## config.mk

```make
export PLATFORM = sky130hd
export DESIGN_NAME = bsp_core
export DESIGN_NICKNAME = d
export VERILOG_FILES = /design/src/hw/bsp_pkg.sv /design/src/hw/bsp_core.sv
export SDC_FILE = /design/constraint.sdc
export NUM_CORES = 1
export LEC_CHECK = 0
export BUFFER_PORTS_ARGS = -buffer_cell sky130_fd_sc_hd__buf_2
export CAP_MARGIN = 30
export CELL_PAD_IN_SITES_DETAIL_PLACEMENT = 1
export CELL_PAD_IN_SITES_GLOBAL_PLACEMENT = 2
export CORE_ASPECT_RATIO = 2
export CORE_MARGIN = 1.5
export CORE_UTILIZATION = 32
export CTS_CLUSTER_DIAMETER = 80
export DETAILED_ROUTE_END_ITERATION = 10
export GPL_TIMING_DRIVEN = 0
export PLACE_DENSITY_LB_ADDON = 0.1
export SLEW_MARGIN = 0
export SYNTH_ARGS = -nofsm -noshare
export SYNTH_HDL_FRONTEND = slang
export SYNTH_SLANG_ARGS = --single-unit
```

## constraint.sdc

```tcl
create_clock -name sys_clk -period 2.3 [get_ports sys_clk]
set_input_delay 0.23 -clock sys_clk [delete_from_list [all_inputs] [get_ports sys_clk]]
set_output_delay 0.23 -clock sys_clk [all_outputs]
set_load 0.03 [all_outputs]
```

## src/hw/bsp_pkg.sv

```systemverilog
// Purpose: Shared constants and types for the buffered serial port core.
// Assumes: 32-bit register word, register offsets are byte addresses.
// Notes: Element length codes map to 8/12/16/20/24/32 bits.
package bsp_pkg;

  // ----------------------------------------
  // Register offsets
  // ----------------------------------------
  localparam int ADDR_W = 5;
  localparam logic [4:0] OFS_RX_DATA = 5'h00;
  localparam logic [4:0] OFS_TX_DATA = 5'h04;
  localparam logic [4:0] OFS_CONTROL = 5'h08;
  localparam logic [4:0] OFS_PIN_CFG = 5'h0C;
  localparam logic [4:0] OFS_CONFIG = 5'h10;

  // ----------------------------------------
  // Control register bit positions
  // ----------------------------------------
  localparam int CTL_RX_RST = 0;
  localparam int CTL_RX_RDY = 1;
  localparam int CTL_RX_OVR = 2;
  localparam int CTL_RX_SERR = 3;
  localparam int CTL_TX_RST = 16;
  localparam int CTL_TX_RDY = 17;
  localparam int CTL_TX_UND = 18;
  localparam int CTL_TX_SERR = 19;
  localparam int CTL_GEN_RST = 22;
  localparam int CTL_FRM_RST = 23;

  // ----------------------------------------
  // Pin and format configuration layouts
  // ----------------------------------------
  typedef struct packed {
    logic [3:0] gpio_out;          // tx fs, rx fs, tx clk, rx clk
    logic ext_clk_sel;
    logic tx_sync_polarity;
    logic rx_sync_polarity;
    logic tx_sync_dir_sel;
    logic rx_sync_dir_sel;
    logic tx_clock_dir_sel;
    logic rx_clock_dir_sel;
  } bsp_pin_cfg_t;

  typedef struct packed {
    logic [7:0] frame_period;      // Bit clocks per frame minus one
    logic [7:0] clk_div;           // Half period of generated clock minus one
    logic [2:0] tx_len_code;
    logic [2:0] rx_len_code;
  } bsp_cfg_t;

  localparam bsp_pin_cfg_t PIN_CFG_RST = '0;
  localparam bsp_cfg_t CONFIG_RST = '{frame_period: 8'h1F, clk_div: 8'h01,
                                      tx_len_code: 3'h2, rx_len_code: 3'h2};

  // Transmit sequencer, Gray coded along idle, armed, shift
  typedef enum logic [1:0] {
    BSP_TX_IDLE = 2'b00,
    BSP_TX_ARMED = 2'b01,
    BSP_TX_SHIFT = 2'b11
  } bsp_tx_state_t;

  // ----------------------------------------
  // Helpers
  // ----------------------------------------
  function automatic logic [5:0] bsp_elem_len(input logic [2:0] code);
    case (code)
      3'h0: bsp_elem_len = 6'h08;
      3'h1: bsp_elem_len = 6'h0C;
      3'h2: bsp_elem_len = 6'h10;
      3'h3: bsp_elem_len = 6'h14;
      3'h4: bsp_elem_len = 6'h18;
      default: bsp_elem_len = 6'h20;
    endcase
  endfunction

  function automatic logic [31:0] bsp_left_align(input logic [31:0] data,
                                                 input logic [5:0] len);
    bsp_left_align = data << (6'h20 - len);
  endfunction

endpackage

```

## src/hw/bsp_core.sv

```systemverilog
// Purpose: Data path and reset control of a full-duplex buffered serial port.
// Assumes: Serial pins are asynchronous to sys_clk and much slower than it.
// Notes: Receive is triple buffered, transmit double buffered.
// Function
// - Completed receive element moves to holding buffer only if that is empty or empties in the same cycle.
// - Holding buffer moves to receive data register only after previous value read.
// - Transmit data loads empty shift register at once, else after last bit.
// - Transmit shifting starts only after a transmit frame sync.
// - Device reset clears all section reset bits, port stays in reset.
// - Separate bits reset receiver, transmitter and rate generator.
// - Serial output is high impedance in device or transmitter reset.
// - In section reset, clock pin direction follows select; output carries generated clock.
// - Frame sync output in section reset sits inactive, equal to polarity bit.
// - Section reset clears state, counters and all status flags.
// - With all reset bits zero, pins act as general purpose I/O.
// - Rate generator reset drives generated clock and frame sync low.
// - Frame sync output stays inactive while its own section is reset.
// - Transmitter ignores first frame sync after reset, shifts at second.
// - Control registers are written with whole 32-bit words only.
// - Processor reaches all registers; DMA reaches only data registers.
// - Receive and transmit run at once with independent clock and sync.
// - Receive ready sets on new data, clears on read or reset.
// - Transmit ready rises leaving reset and on each load, clears on write.
module bsp_core (
  input wire logic sys_clk,
  input wire logic reset,
  input wire logic [4:0] reg_addr,
  input wire logic [31:0] reg_wdata,
  input wire logic reg_wr,
  input wire logic reg_rd,
  output logic [31:0] reg_rdata,
  input wire logic dma_wr,
  input wire logic [31:0] dma_wdata,
  input wire logic dma_rd,
  output logic [31:0] dma_rdata,
  output logic rx_event,
  output logic tx_event,
  input wire logic serial_in,
  output logic serial_out,
  output logic serial_out_oe,
  input wire logic ext_source_clock,
  input wire logic rx_bit_clock_in,
  output logic rx_bit_clock_out,
  output logic rx_bit_clock_oe,
  input wire logic tx_bit_clock_in,
  output logic tx_bit_clock_out,
  output logic tx_bit_clock_oe,
  input wire logic rx_frame_sync_in,
  output logic rx_frame_sync_out,
  output logic rx_frame_sync_oe,
  input wire logic tx_frame_sync_in,
  output logic tx_frame_sync_out,
  output logic tx_frame_sync_oe
);

  // ----------------------------------------
  // Pin synchronisers
  // ----------------------------------------
  // Index: 0 rx clk, 1 tx clk, 2 rx fs, 3 tx fs, 4 data in, 5 ext clock
  logic [5:0] pin_meta;
  logic [5:0] pin_sync;
  logic [5:0] pin_prev;

  // Two flops, third stage only for edge finding
  always_ff @(posedge sys_clk) begin
    if (reset) begin
      pin_meta <= 6'h00;
      pin_sync <= 6'h00;
      pin_prev <= 6'h00;
    end else begin
      pin_meta <= {ext_source_clock, serial_in, tx_frame_sync_in, rx_frame_sync_in,
                   tx_bit_clock_in, rx_bit_clock_in};
      pin_sync <= pin_meta;
      pin_prev <= pin_sync;
    end
  end

  // ----------------------------------------
  // Control registers
  // ----------------------------------------
  logic rx_section_reset_n;
  logic tx_section_reset_n;
  logic rate_gen_reset_n;
  logic frame_gen_reset_n;
  bsp_pkg::bsp_pin_cfg_t pin_cfg;
  bsp_pkg::bsp_cfg_t cfg;
  logic ctl_wr;

  assign ctl_wr = reg_wr && (reg_addr == bsp_pkg::OFS_CONTROL);

  // Whole-word writes only; no byte lanes exist on this port
  always_ff @(posedge sys_clk) begin
    if (reset) begin
      rx_section_reset_n <= 1'b0;
      tx_section_reset_n <= 1'b0;
      rate_gen_reset_n <= 1'b0;
      frame_gen_reset_n <= 1'b0;
      pin_cfg <= bsp_pkg::PIN_CFG_RST;
      cfg <= bsp_pkg::CONFIG_RST;
    end else begin
      if (ctl_wr) begin
        rx_section_reset_n <= reg_wdata[bsp_pkg::CTL_RX_RST];
        tx_section_reset_n <= reg_wdata[bsp_pkg::CTL_TX_RST];
        rate_gen_reset_n <= reg_wdata[bsp_pkg::CTL_GEN_RST];
        frame_gen_reset_n <= reg_wdata[bsp_pkg::CTL_FRM_RST];
      end
      if (reg_wr && (reg_addr == bsp_pkg::OFS_PIN_CFG)) begin
        pin_cfg <= bsp_pkg::bsp_pin_cfg_t'(reg_wdata[10:0]);
      end
      if (reg_wr && (reg_addr == bsp_pkg::OFS_CONFIG)) begin
        cfg <= bsp_pkg::bsp_cfg_t'(reg_wdata[21:0]);
      end
    end
  end

  // ----------------------------------------
  // Sample rate generator
  // ----------------------------------------
  logic [7:0] div_cnt;
  logic [7:0] frm_cnt;
  logic generated_bit_clock;
  logic generated_frame_sync;
  logic src_tick;
  logic div_wrap;
  logic gen_rise;
  logic gen_fall;

  assign src_tick = pin_cfg.ext_clk_sel ? (pin_sync[5] && !pin_prev[5]) : 1'b1;
  assign div_wrap = src_tick && (div_cnt == cfg.clk_div) && rate_gen_reset_n;
  assign gen_rise = div_wrap && !generated_bit_clock;
  assign gen_fall = div_wrap && generated_bit_clock;

  // Divider; held low while the generator is in reset
  always_ff @(posedge sys_clk) begin
    if (reset || !rate_gen_reset_n) begin
      div_cnt <= 8'h00;
      generated_bit_clock <= 1'b0;
    end else if (src_tick) begin
      if (div_wrap) begin
        div_cnt <= 8'h00;
        generated_bit_clock <= !generated_bit_clock;
      end else begin
        div_cnt <= div_cnt + 8'h01;
      end
    end
  end

  // Frame sync generator, one bit clock wide at frame start
  always_ff @(posedge sys_clk) begin
    if (reset || !rate_gen_reset_n) begin
      frm_cnt <= 8'h00;
      generated_frame_sync <= 1'b0;
    end else if (gen_rise) begin
      if (!frame_gen_reset_n) begin
        frm_cnt <= 8'h00;
        generated_frame_sync <= 1'b0;
      end else begin
        generated_frame_sync <= (frm_cnt == 8'h00);
        frm_cnt <= (frm_cnt == cfg.frame_period) ? 8'h00 : frm_cnt + 8'h01;
      end
    end
  end

  // ----------------------------------------
  // Clock and frame selection per section
  // ----------------------------------------
  logic rx_rise;
  logic rx_fall;
  logic tx_rise;
  logic rx_fs_int;
  logic tx_fs_int;

  // Each section picks its own clock and sync source
  assign rx_rise = pin_cfg.rx_clock_dir_sel ? gen_rise : (pin_sync[0] && !pin_prev[0]);
  assign rx_fall = pin_cfg.rx_clock_dir_sel ? gen_fall : (!pin_sync[0] && pin_prev[0]);
  assign tx_rise = pin_cfg.tx_clock_dir_sel ? gen_rise : (pin_sync[1] && !pin_prev[1]);
  assign rx_fs_int = pin_cfg.rx_sync_dir_sel ? generated_frame_sync
                                             : (pin_sync[2] ^ pin_cfg.rx_sync_polarity);
  assign tx_fs_int = pin_cfg.tx_sync_dir_sel ? generated_frame_sync
                                             : (pin_sync[3] ^ pin_cfg.tx_sync_polarity);

  // ----------------------------------------
  // Pin drivers
  // ----------------------------------------
  logic gpio_mode;

  // All section resets low: pins belong to software
  assign gpio_mode = !(rx_section_reset_n || tx_section_reset_n ||
                       rate_gen_reset_n || frame_gen_reset_n);

  assign rx_bit_clock_oe = pin_cfg.rx_clock_dir_sel;
  assign tx_bit_clock_oe = pin_cfg.tx_clock_dir_sel;
  assign rx_bit_clock_out = gpio_mode ? pin_cfg.gpio_out[0] : generated_bit_clock;
  assign tx_bit_clock_out = gpio_mode ? pin_cfg.gpio_out[1] : generated_bit_clock;
  assign rx_frame_sync_oe = pin_cfg.rx_sync_dir_sel;
  assign tx_frame_sync_oe = pin_cfg.tx_sync_dir_sel;
  // Inactive level equals the polarity bit while the section is in reset
  assign rx_frame_sync_out = gpio_mode ? pin_cfg.gpio_out[2] :
    ((rx_section_reset_n && generated_frame_sync) ^ pin_cfg.rx_sync_polarity);
  assign tx_frame_sync_out = gpio_mode ? pin_cfg.gpio_out[3] :
    ((tx_section_reset_n && generated_frame_sync) ^ pin_cfg.tx_sync_polarity);

  // ----------------------------------------
  // Receiver
  // ----------------------------------------
  logic [31:0] rx_shift_reg;
  logic [31:0] rx_holding_buffer;
  logic [31:0] rx_data_reg;
  logic [5:0] rx_cnt;
  logic [5:0] rx_len;
  logic [5:0] next_rx_cnt;
  logic [31:0] next_rx_word;
  logic rx_busy;
  logic rx_take;
  logic rx_done;
  logic rx_hold_full;
  logic rx_move;
  logic rx_read;
  logic rx_ready_flag;
  logic rx_overrun_flag;
  logic rx_sync_error_flag;

  assign rx_len = bsp_pkg::bsp_elem_len(cfg.rx_len_code);
  assign rx_take = rx_fall && (rx_busy || rx_fs_int);
  assign next_rx_cnt = rx_busy ? rx_cnt + 6'h01 : 6'h01;
  assign next_rx_word = rx_busy ? {rx_shift_reg[30:0], pin_sync[4]} : {31'h0, pin_sync[4]};
  assign rx_done = rx_take && (next_rx_cnt == rx_len);
  assign rx_move = rx_hold_full && !rx_ready_flag;
  assign rx_read = (reg_rd && (reg_addr == bsp_pkg::OFS_RX_DATA)) || dma_rd;

  // Shift in on the falling bit clock, counting against element length
  always_ff @(posedge sys_clk) begin
    if (reset || !rx_section_reset_n) begin
      rx_busy <= 1'b0;
      rx_cnt <= 6'h00;
      rx_shift_reg <= 32'h0000_0000;
    end else if (rx_take) begin
      rx_shift_reg <= next_rx_word;
      rx_busy <= !rx_done;
      rx_cnt <= rx_done ? 6'h00 : next_rx_cnt;
    end
  end

  // Holding buffer and readable register; the move waits for the ready flag to clear
  always_ff @(posedge sys_clk) begin
    if (reset || !rx_section_reset_n) begin
      rx_hold_full <= 1'b0;
      rx_holding_buffer <= 32'h0000_0000;
      rx_data_reg <= 32'h0000_0000;
    end else begin
      if (rx_move) begin
        rx_data_reg <= rx_holding_buffer;
      end
      if (rx_done && (!rx_hold_full || rx_move)) begin
        rx_holding_buffer <= next_rx_word;
        rx_hold_full <= 1'b1;
      end else if (rx_move) begin
        rx_hold_full <= 1'b0;
      end
    end
  end

  // Receive status; a set in the clearing cycle wins
  always_ff @(posedge sys_clk) begin
    if (reset || !rx_section_reset_n) begin
      rx_ready_flag <= 1'b0;
      rx_overrun_flag <= 1'b0;
      rx_sync_error_flag <= 1'b0;
    end else begin
      if (rx_move) begin
        rx_ready_flag <= 1'b1;
      end else if (rx_read) begin
        rx_ready_flag <= 1'b0;
      end
      if (rx_done && rx_hold_full && !rx_move) begin
        rx_overrun_flag <= 1'b1;
      end else if (rx_read) begin
        rx_overrun_flag <= 1'b0;
      end
      if (rx_fall && rx_busy && rx_fs_int && !rx_done) begin
        rx_sync_error_flag <= 1'b1;
      end
    end
  end

  // ----------------------------------------
  // Transmitter
  // ----------------------------------------
  bsp_pkg::bsp_tx_state_t tx_state;
  logic [31:0] tx_data_reg;
  logic [31:0] tx_shift_reg;
  logic [5:0] tx_cnt;
  logic [5:0] tx_len;
  logic tx_full;
  logic tx_sr_loaded;
  logic tx_last;
  logic tx_load;
  logic tx_start;
  logic tx_write;
  logic tx_rst_prev;
  logic tx_ready_flag;
  logic tx_underrun_flag;
  logic tx_sync_error_flag;

  assign tx_len = bsp_pkg::bsp_elem_len(cfg.tx_len_code);
  assign tx_write = (reg_wr && (reg_addr == bsp_pkg::OFS_TX_DATA)) || dma_wr;
  assign tx_last = tx_rise && (tx_state == bsp_pkg::BSP_TX_SHIFT) &&
                   (tx_cnt == tx_len - 6'h01);
  assign tx_load = tx_full && (!tx_sr_loaded || tx_last);
  assign tx_start = tx_rise && tx_fs_int && tx_sr_loaded &&
                    (tx_state == bsp_pkg::BSP_TX_ARMED);

  // Sequencer: first sync only arms, later syncs start an element
  always_ff @(posedge sys_clk) begin
    if (reset || !tx_section_reset_n) begin
      tx_state <= bsp_pkg::BSP_TX_IDLE;
    end else begin
      unique case (tx_state)
        bsp_pkg::BSP_TX_IDLE: begin
          if (tx_rise && tx_fs_int) begin
            tx_state <= bsp_pkg::BSP_TX_ARMED;
          end
        end
        bsp_pkg::BSP_TX_ARMED: begin
          if (tx_start) begin
            tx_state <= bsp_pkg::BSP_TX_SHIFT;
          end
        end
        bsp_pkg::BSP_TX_SHIFT: begin
          if (tx_last) begin
            tx_state <= bsp_pkg::BSP_TX_ARMED;
          end
        end
        default: tx_state <= bsp_pkg::BSP_TX_IDLE;
      endcase
    end
  end

  // Shift register: MSB goes out first, shifted on rising bit clock
  always_ff @(posedge sys_clk) begin
    if (reset || !tx_section_reset_n) begin
      tx_shift_reg <= 32'h0000_0000;
      tx_sr_loaded <= 1'b0;
      tx_cnt <= 6'h00;
    end else begin
      if (tx_load) begin
        tx_shift_reg <= bsp_pkg::bsp_left_align(tx_data_reg, tx_len);
        tx_sr_loaded <= 1'b1;
        tx_cnt <= 6'h00;
      end else if (tx_last) begin
        tx_sr_loaded <= 1'b0;
        tx_cnt <= 6'h00;
      end else if (tx_rise && (tx_state == bsp_pkg::BSP_TX_SHIFT)) begin
        tx_shift_reg <= {tx_shift_reg[30:0], 1'b0};
        tx_cnt <= tx_cnt + 6'h01;
      end
    end
  end

  // Data register; processor wins if both masters write together
  always_ff @(posedge sys_clk) begin
    if (reset || !tx_section_reset_n) begin
      tx_data_reg <= 32'h0000_0000;
      tx_full <= 1'b0;
    end else if (tx_write) begin
      tx_data_reg <= reg_wr ? reg_wdata : dma_wdata;
      tx_full <= 1'b1;
    end else if (tx_load) begin
      tx_full <= 1'b0;
    end
  end

  // Last run bit, so the release from section reset is seen once
  always_ff @(posedge sys_clk) begin
    if (reset) begin
      tx_rst_prev <= 1'b0;
    end else begin
      tx_rst_prev <= tx_section_reset_n;
    end
  end

  // Transmit status; set wins over the clearing write
  always_ff @(posedge sys_clk) begin
    if (reset || !tx_section_reset_n) begin
      tx_ready_flag <= 1'b0;
      tx_underrun_flag <= 1'b0;
      tx_sync_error_flag <= 1'b0;
    end else begin
      if (!tx_rst_prev || tx_load) begin
        tx_ready_flag <= 1'b1;
      end else if (tx_write) begin
        tx_ready_flag <= 1'b0;
      end
      if (tx_last && !tx_full) begin
        tx_underrun_flag <= 1'b1;
      end else if (tx_write) begin
        tx_underrun_flag <= 1'b0;
      end
      if (tx_rise && tx_fs_int && (tx_state == bsp_pkg::BSP_TX_SHIFT) && !tx_last) begin
        tx_sync_error_flag <= 1'b1;
      end
    end
  end

  // Output stays high impedance unless the transmitter runs
  assign serial_out = tx_shift_reg[31];
  assign serial_out_oe = tx_section_reset_n && !reset;
  assign rx_event = rx_ready_flag;
  assign tx_event = tx_ready_flag;

  // ----------------------------------------
  // Read ports
  // ----------------------------------------
  logic [31:0] ctl_word;

  always_comb begin
    ctl_word = 32'h0000_0000;
    ctl_word[bsp_pkg::CTL_RX_RST] = rx_section_reset_n;
    ctl_word[bsp_pkg::CTL_RX_RDY] = rx_ready_flag;
    ctl_word[bsp_pkg::CTL_RX_OVR] = rx_overrun_flag;
    ctl_word[bsp_pkg::CTL_RX_SERR] = rx_sync_error_flag;
    ctl_word[bsp_pkg::CTL_TX_RST] = tx_section_reset_n;
    ctl_word[bsp_pkg::CTL_TX_RDY] = tx_ready_flag;
    ctl_word[bsp_pkg::CTL_TX_UND] = tx_underrun_flag;
    ctl_word[bsp_pkg::CTL_TX_SERR] = tx_sync_error_flag;
    ctl_word[bsp_pkg::CTL_GEN_RST] = rate_gen_reset_n;
    ctl_word[bsp_pkg::CTL_FRM_RST] = frame_gen_reset_n;
  end

  // Read data valid only in the cycle after the strobe
  always_ff @(posedge sys_clk) begin
    if (reset) begin
      reg_rdata <= 32'h0000_0000;
    end else if (reg_rd) begin
      case (reg_addr)
        bsp_pkg::OFS_RX_DATA: reg_rdata <= rx_data_reg;
        bsp_pkg::OFS_TX_DATA: reg_rdata <= tx_data_reg;
        bsp_pkg::OFS_CONTROL: reg_rdata <= ctl_word;
        bsp_pkg::OFS_PIN_CFG: reg_rdata <= {10'h000, pin_sync, 5'h00, pin_cfg};
        bsp_pkg::OFS_CONFIG: reg_rdata <= {10'h000, cfg};
        default: reg_rdata <= 32'h0000_0000;
      endcase
    end else begin
      reg_rdata <= 32'h0000_0000;
    end
  end

  // DMA sees only the data registers
  always_ff @(posedge sys_clk) begin
    if (reset) begin
      dma_rdata <= 32'h0000_0000;
    end else begin
      dma_rdata <= dma_rd ? rx_data_reg : 32'h0000_0000;
    end
  end

endmodule

```

==> results.md <==
- 157 I/O pins were placed.
- The data arrival time at the worst-slack endpoint is 2990 ps.
- The clock root buffer master is sky130_fd_sc_hd__clkbuf_16.
- The Yosys step of the flow raised 0 warnings.
- The maximum buffer depth of the clock tree is 3.
- The core box area is between 40,000 and 50,000 sq um.
- The commonest non-fill, non-tap cell in the layout is sky130_fd_sc_hd__dfxtp_1.
- The standard cell with the maximum stage delay on the critical path is sky130_fd_sc_hd__a2111o_1.
- The overall die width is 148 microns.
- The total overflow reported by the global router is 0.
- The worst setup slack after layout is -259 ps.
- Traced cell by cell, the critical path runs through xor2_1, a2111o_1, buf_6, buf_6, nor4_4, buf_4, or2_4, and2_4, buf_12, mux2i_2, a211oi_1.
- IR analysis of the VDD net gives a maximum drop of 0.581 mV.
- The via count of the routed design is 12.5k.
- The power density over cell area is around 640 nW/um^2.
- In the routed design, unresolved DRC markers number 0.
- STA classifies the critical path endpoint as a register.
- The routed wire length is 58,500 microns.
- The setup skew after layout is 11.2 ps.
- In the final layout, the share of cells above drive strength 1 is 22.6%.
- Yosys mapped the design onto 62 distinct sky130hd cell types.
- The die area is 43,600 sq um.
- For this run, the post-layout net count is 1,888.
- After the first detailed-routing iteration, the DRC count stood at 543.
- Clock-pin slew was measured on the worst setup and hold paths at 70 ps.
- The number of rows created at floorplan is 106.
- Along the worst path, the maximum fanout reaches 5.
- The category of the critical setup timing path is register to register.
- The via count of the first global-routing pass is ~13k.
- The post-route antenna net violation count is 0.
- The final core utilization is 42.7%.
- Once layout is complete, the cells apart from fillers number around 2.4k.
- The first TritonRoute pass finished after 8 iterations.
- Sorting the synthesized cells by area gives the leading types as sky130_fd_sc_hd__dfxtp_1 47%, sky130_fd_sc_hd__mux2i_1 7.0%, sky130_fd_sc_hd__nand2_1 6.5%, sky130_fd_sc_hd__nor2_1 4.9%, sky130_fd_sc_hd__a21oi_1 4.6%.
- Counting every instance in the synthesized netlist gives between 1.5k and 2k.
- In this run, synthesis produced a sequential element count of 318.
- The top cell types in the final layout, fill and taps aside, are 306 x sky130_fd_sc_hd__dfxtp_1, 231 x sky130_fd_sc_hd__nand2_1, 173 x sky130_fd_sc_hd__nor2_1.
- Setup repair after global routing could not meet its margin everywhere.
- STA classifies the critical path startpoint as a register.
- The largest area contributor in the synthesized netlist is sky130_fd_sc_hd__dfxtp_1.
- The post-synthesis cell area is 13,500 sq um.
- Entering global routing, the biggest net connects 16 pins.
- The share of the synthesized area in the top cell type is 47.0%.
- The number of failing setup endpoints in the final timing report is 110.
- For the finished layout, the period the worst path requires is around 2600 ps.
- TritonCTS built the clock tree.
- The first global-routing pass estimated 85,000 microns of wire.
- The effective utilization at floorplan is 32.4%.
- The post-synthesis to final-layout area growth is 31.7%.
- The class of the tightest hold or removal check is input pin to register.
- The total power after layout is 11.4 mW.
- After detailed routing, the average wire length per cell comes to ~25 microns.
- For the pin with the worst max-slew slack, the measured transition is around 1000 ps.
- For this run, the slowest stage of the critical path takes 440 ps.
- Static timing analysis puts the maximum clock frequency at approximately 390 MHz.
- Dividing the detail-routed via count by the number of cells gives around 5.3.
- The final reports fail on setup timing.
- For the worst-skew pair, the clock arrives at the later sink with an insertion delay of 590 ps.
- The sequential-to-total area share from yosys stat is ~47%.
- The number of nets in the synthesized netlist is roughly 1.6k.
- 0 antenna diodes ended up in the layout.
- The H-tree level count is 1.
- Headroom to the max-slew limit came out at 30.0%.
- The number of flops mapped to enable cells by yosys is 0.
- In this run, CTS created clock tree buffers numbering 30.
- STA puts the critical path data required time at 2730 ps.
- The total count of max-transition violations in the final report was 0.
- The placed instance count is 2,215.
- The global-route total usage across every layer is about a quarter.
- In this run the tool buffered the top-level ports with 154 buffer cells.
- In this run the static leakage power is 6.48 nW.
- The initial antenna violation count is 0.
- Prior to clock tree synthesis, the placed netlist has a worst setup slack of -1070 ps.
- Across the run, the number of max-cap violations was 0.
- The number of hold violations in the final report is 0.
- The cell type with the highest occurrence count on the critical path is sky130_fd_sc_hd__buf_6.
- The detailed placer's ending HPWL is 45,000 microns.
- The share of synthesized registers carrying an async set or reset is 0%.
- The clock sink count is 318.
- The congestion estimate from routability-driven global placement came to 0.872.
- The mean instance size in the synthesized netlist is 8.92 sq um.
- The die span in y is ~290 microns.
- The run finished, with violations left.
- The post-route clock period utilization is 111%.
- Among all flip-flop cells after synthesis, the most frequent one is sky130_fd_sc_hd__dfxtp_1.
==> metrics by stage <==
stage / hold WS [ps] / setup TNS (ps) / instance area (sq um)
global route: 23.6 / -28240 / 17800
finish: 12.6 / -16500 / 17800
global placement: 408 / -136710 / 15000
CTS: 0.593 / -14970 / 17300
floorplan: 351 / -74.0 / 13600
detailed placement: 414 / -131150 / 15000
==> per-layer routing <==
layer	share of wire, %	vias to the layer above	wire length (microns)	GRT usage, %
met2	56	318	32600	52.3
met4	7.6	0	4430	17.8
met3	2.9	167	1680	2.45
met1	34	6158	19800	25.3
li1	-	5886	-	-
met5	0	-	0	0
==> cells in the mapped netlist, types with 13 or more instances <==
cell,instances
sky130_fd_sc_hd__o21ai_0,33
sky130_fd_sc_hd__nor2b_1,30
sky130_fd_sc_hd__nand3b_1,13
sky130_fd_sc_hd__mux2_2,25
sky130_fd_sc_hd__a211oi_1,49
sky130_fd_sc_hd__nand4_1,13
sky130_fd_sc_hd__xor2_1,23
sky130_fd_sc_hd__a22oi_1,43
sky130_fd_sc_hd__a222oi_1,19
sky130_fd_sc_hd__mux2i_1,95
sky130_fd_sc_hd__nand2b_1,13
sky130_fd_sc_hd__clkbuf_1,93
sky130_fd_sc_hd__nand2_1,234
sky130_fd_sc_hd__nor2_1,177
sky130_fd_sc_hd__xnor2_1,22
sky130_fd_sc_hd__and2_1,36
sky130_fd_sc_hd__dfxtp_1,318
sky130_fd_sc_hd__a21oi_1,125
==> cell type report <==
class / instances / area, sq um
clock buffer: 42 / 837
tap: 540 / 676
fill: 4874 / 24000
sequential: 318 / 6400
timing repair buffer: 258 / 1930
multi-input combinational: 1073 / 7080
inverter: 10 / 41.3
clock inverter: 12 / 194
buffer: 111 / 666
==> worst max-delay path: cells and delay by family, from the launching register on <==
family          cells  cell delay [ps]
buf+inv             4              600
compound gates      2              540
simple gates        3              520
flops               1              360
mux                 1              220
xor+xnor            1              140
==> repair_timing <==
action	CTS	global route
hold buffers	39	0
pin swaps	39	28
gates cloned	6	4
resized for setup	121	93
setup buffers	33	18
setup endpoints to repair	160	146
endpoints found under the hold margin	52	0
==> report_power, final <==
| part | switching, mW | internal, mW | leakage (nW) |
|---|---|---|---|
| Clock | 2.31 | 3.09 | 0.498 |
| Combinational | 0.280 | 0.197 | 3.41 |
| Sequential | 0.0195 | 5.51 | 2.57 |
==> final timing paths <==
path,start,endpoint,slack (ps),cells past startpoint
setup reg to reg,cfg[13],tx_shift_reg[22],-260,11
setup / recovery,cfg[13],tx_shift_reg[22],-260,11
hold / removal,dma_wdata[28],tx_data_reg[28],10,3
hold reg to reg,tx_rst_prev,tx_event,420,1
==> cells by family (layout without fill, tap and decap cells) <==
family                     Yosys count  after routing  share of synthesized area [%]
and+or+nand+nor                    565            565                           18.9
AOI/OAI and AO/OA                  326            326                           15.7
adders and majority gates            5              5                          0.462
xor gates and xnor gates            45             45                           2.91
DFF                                318            318                           47.0
buffers and inverters              126            433                           3.85
muxes                              132            132                           11.1
Note: power is estimated with default switching activity, not from simulation.
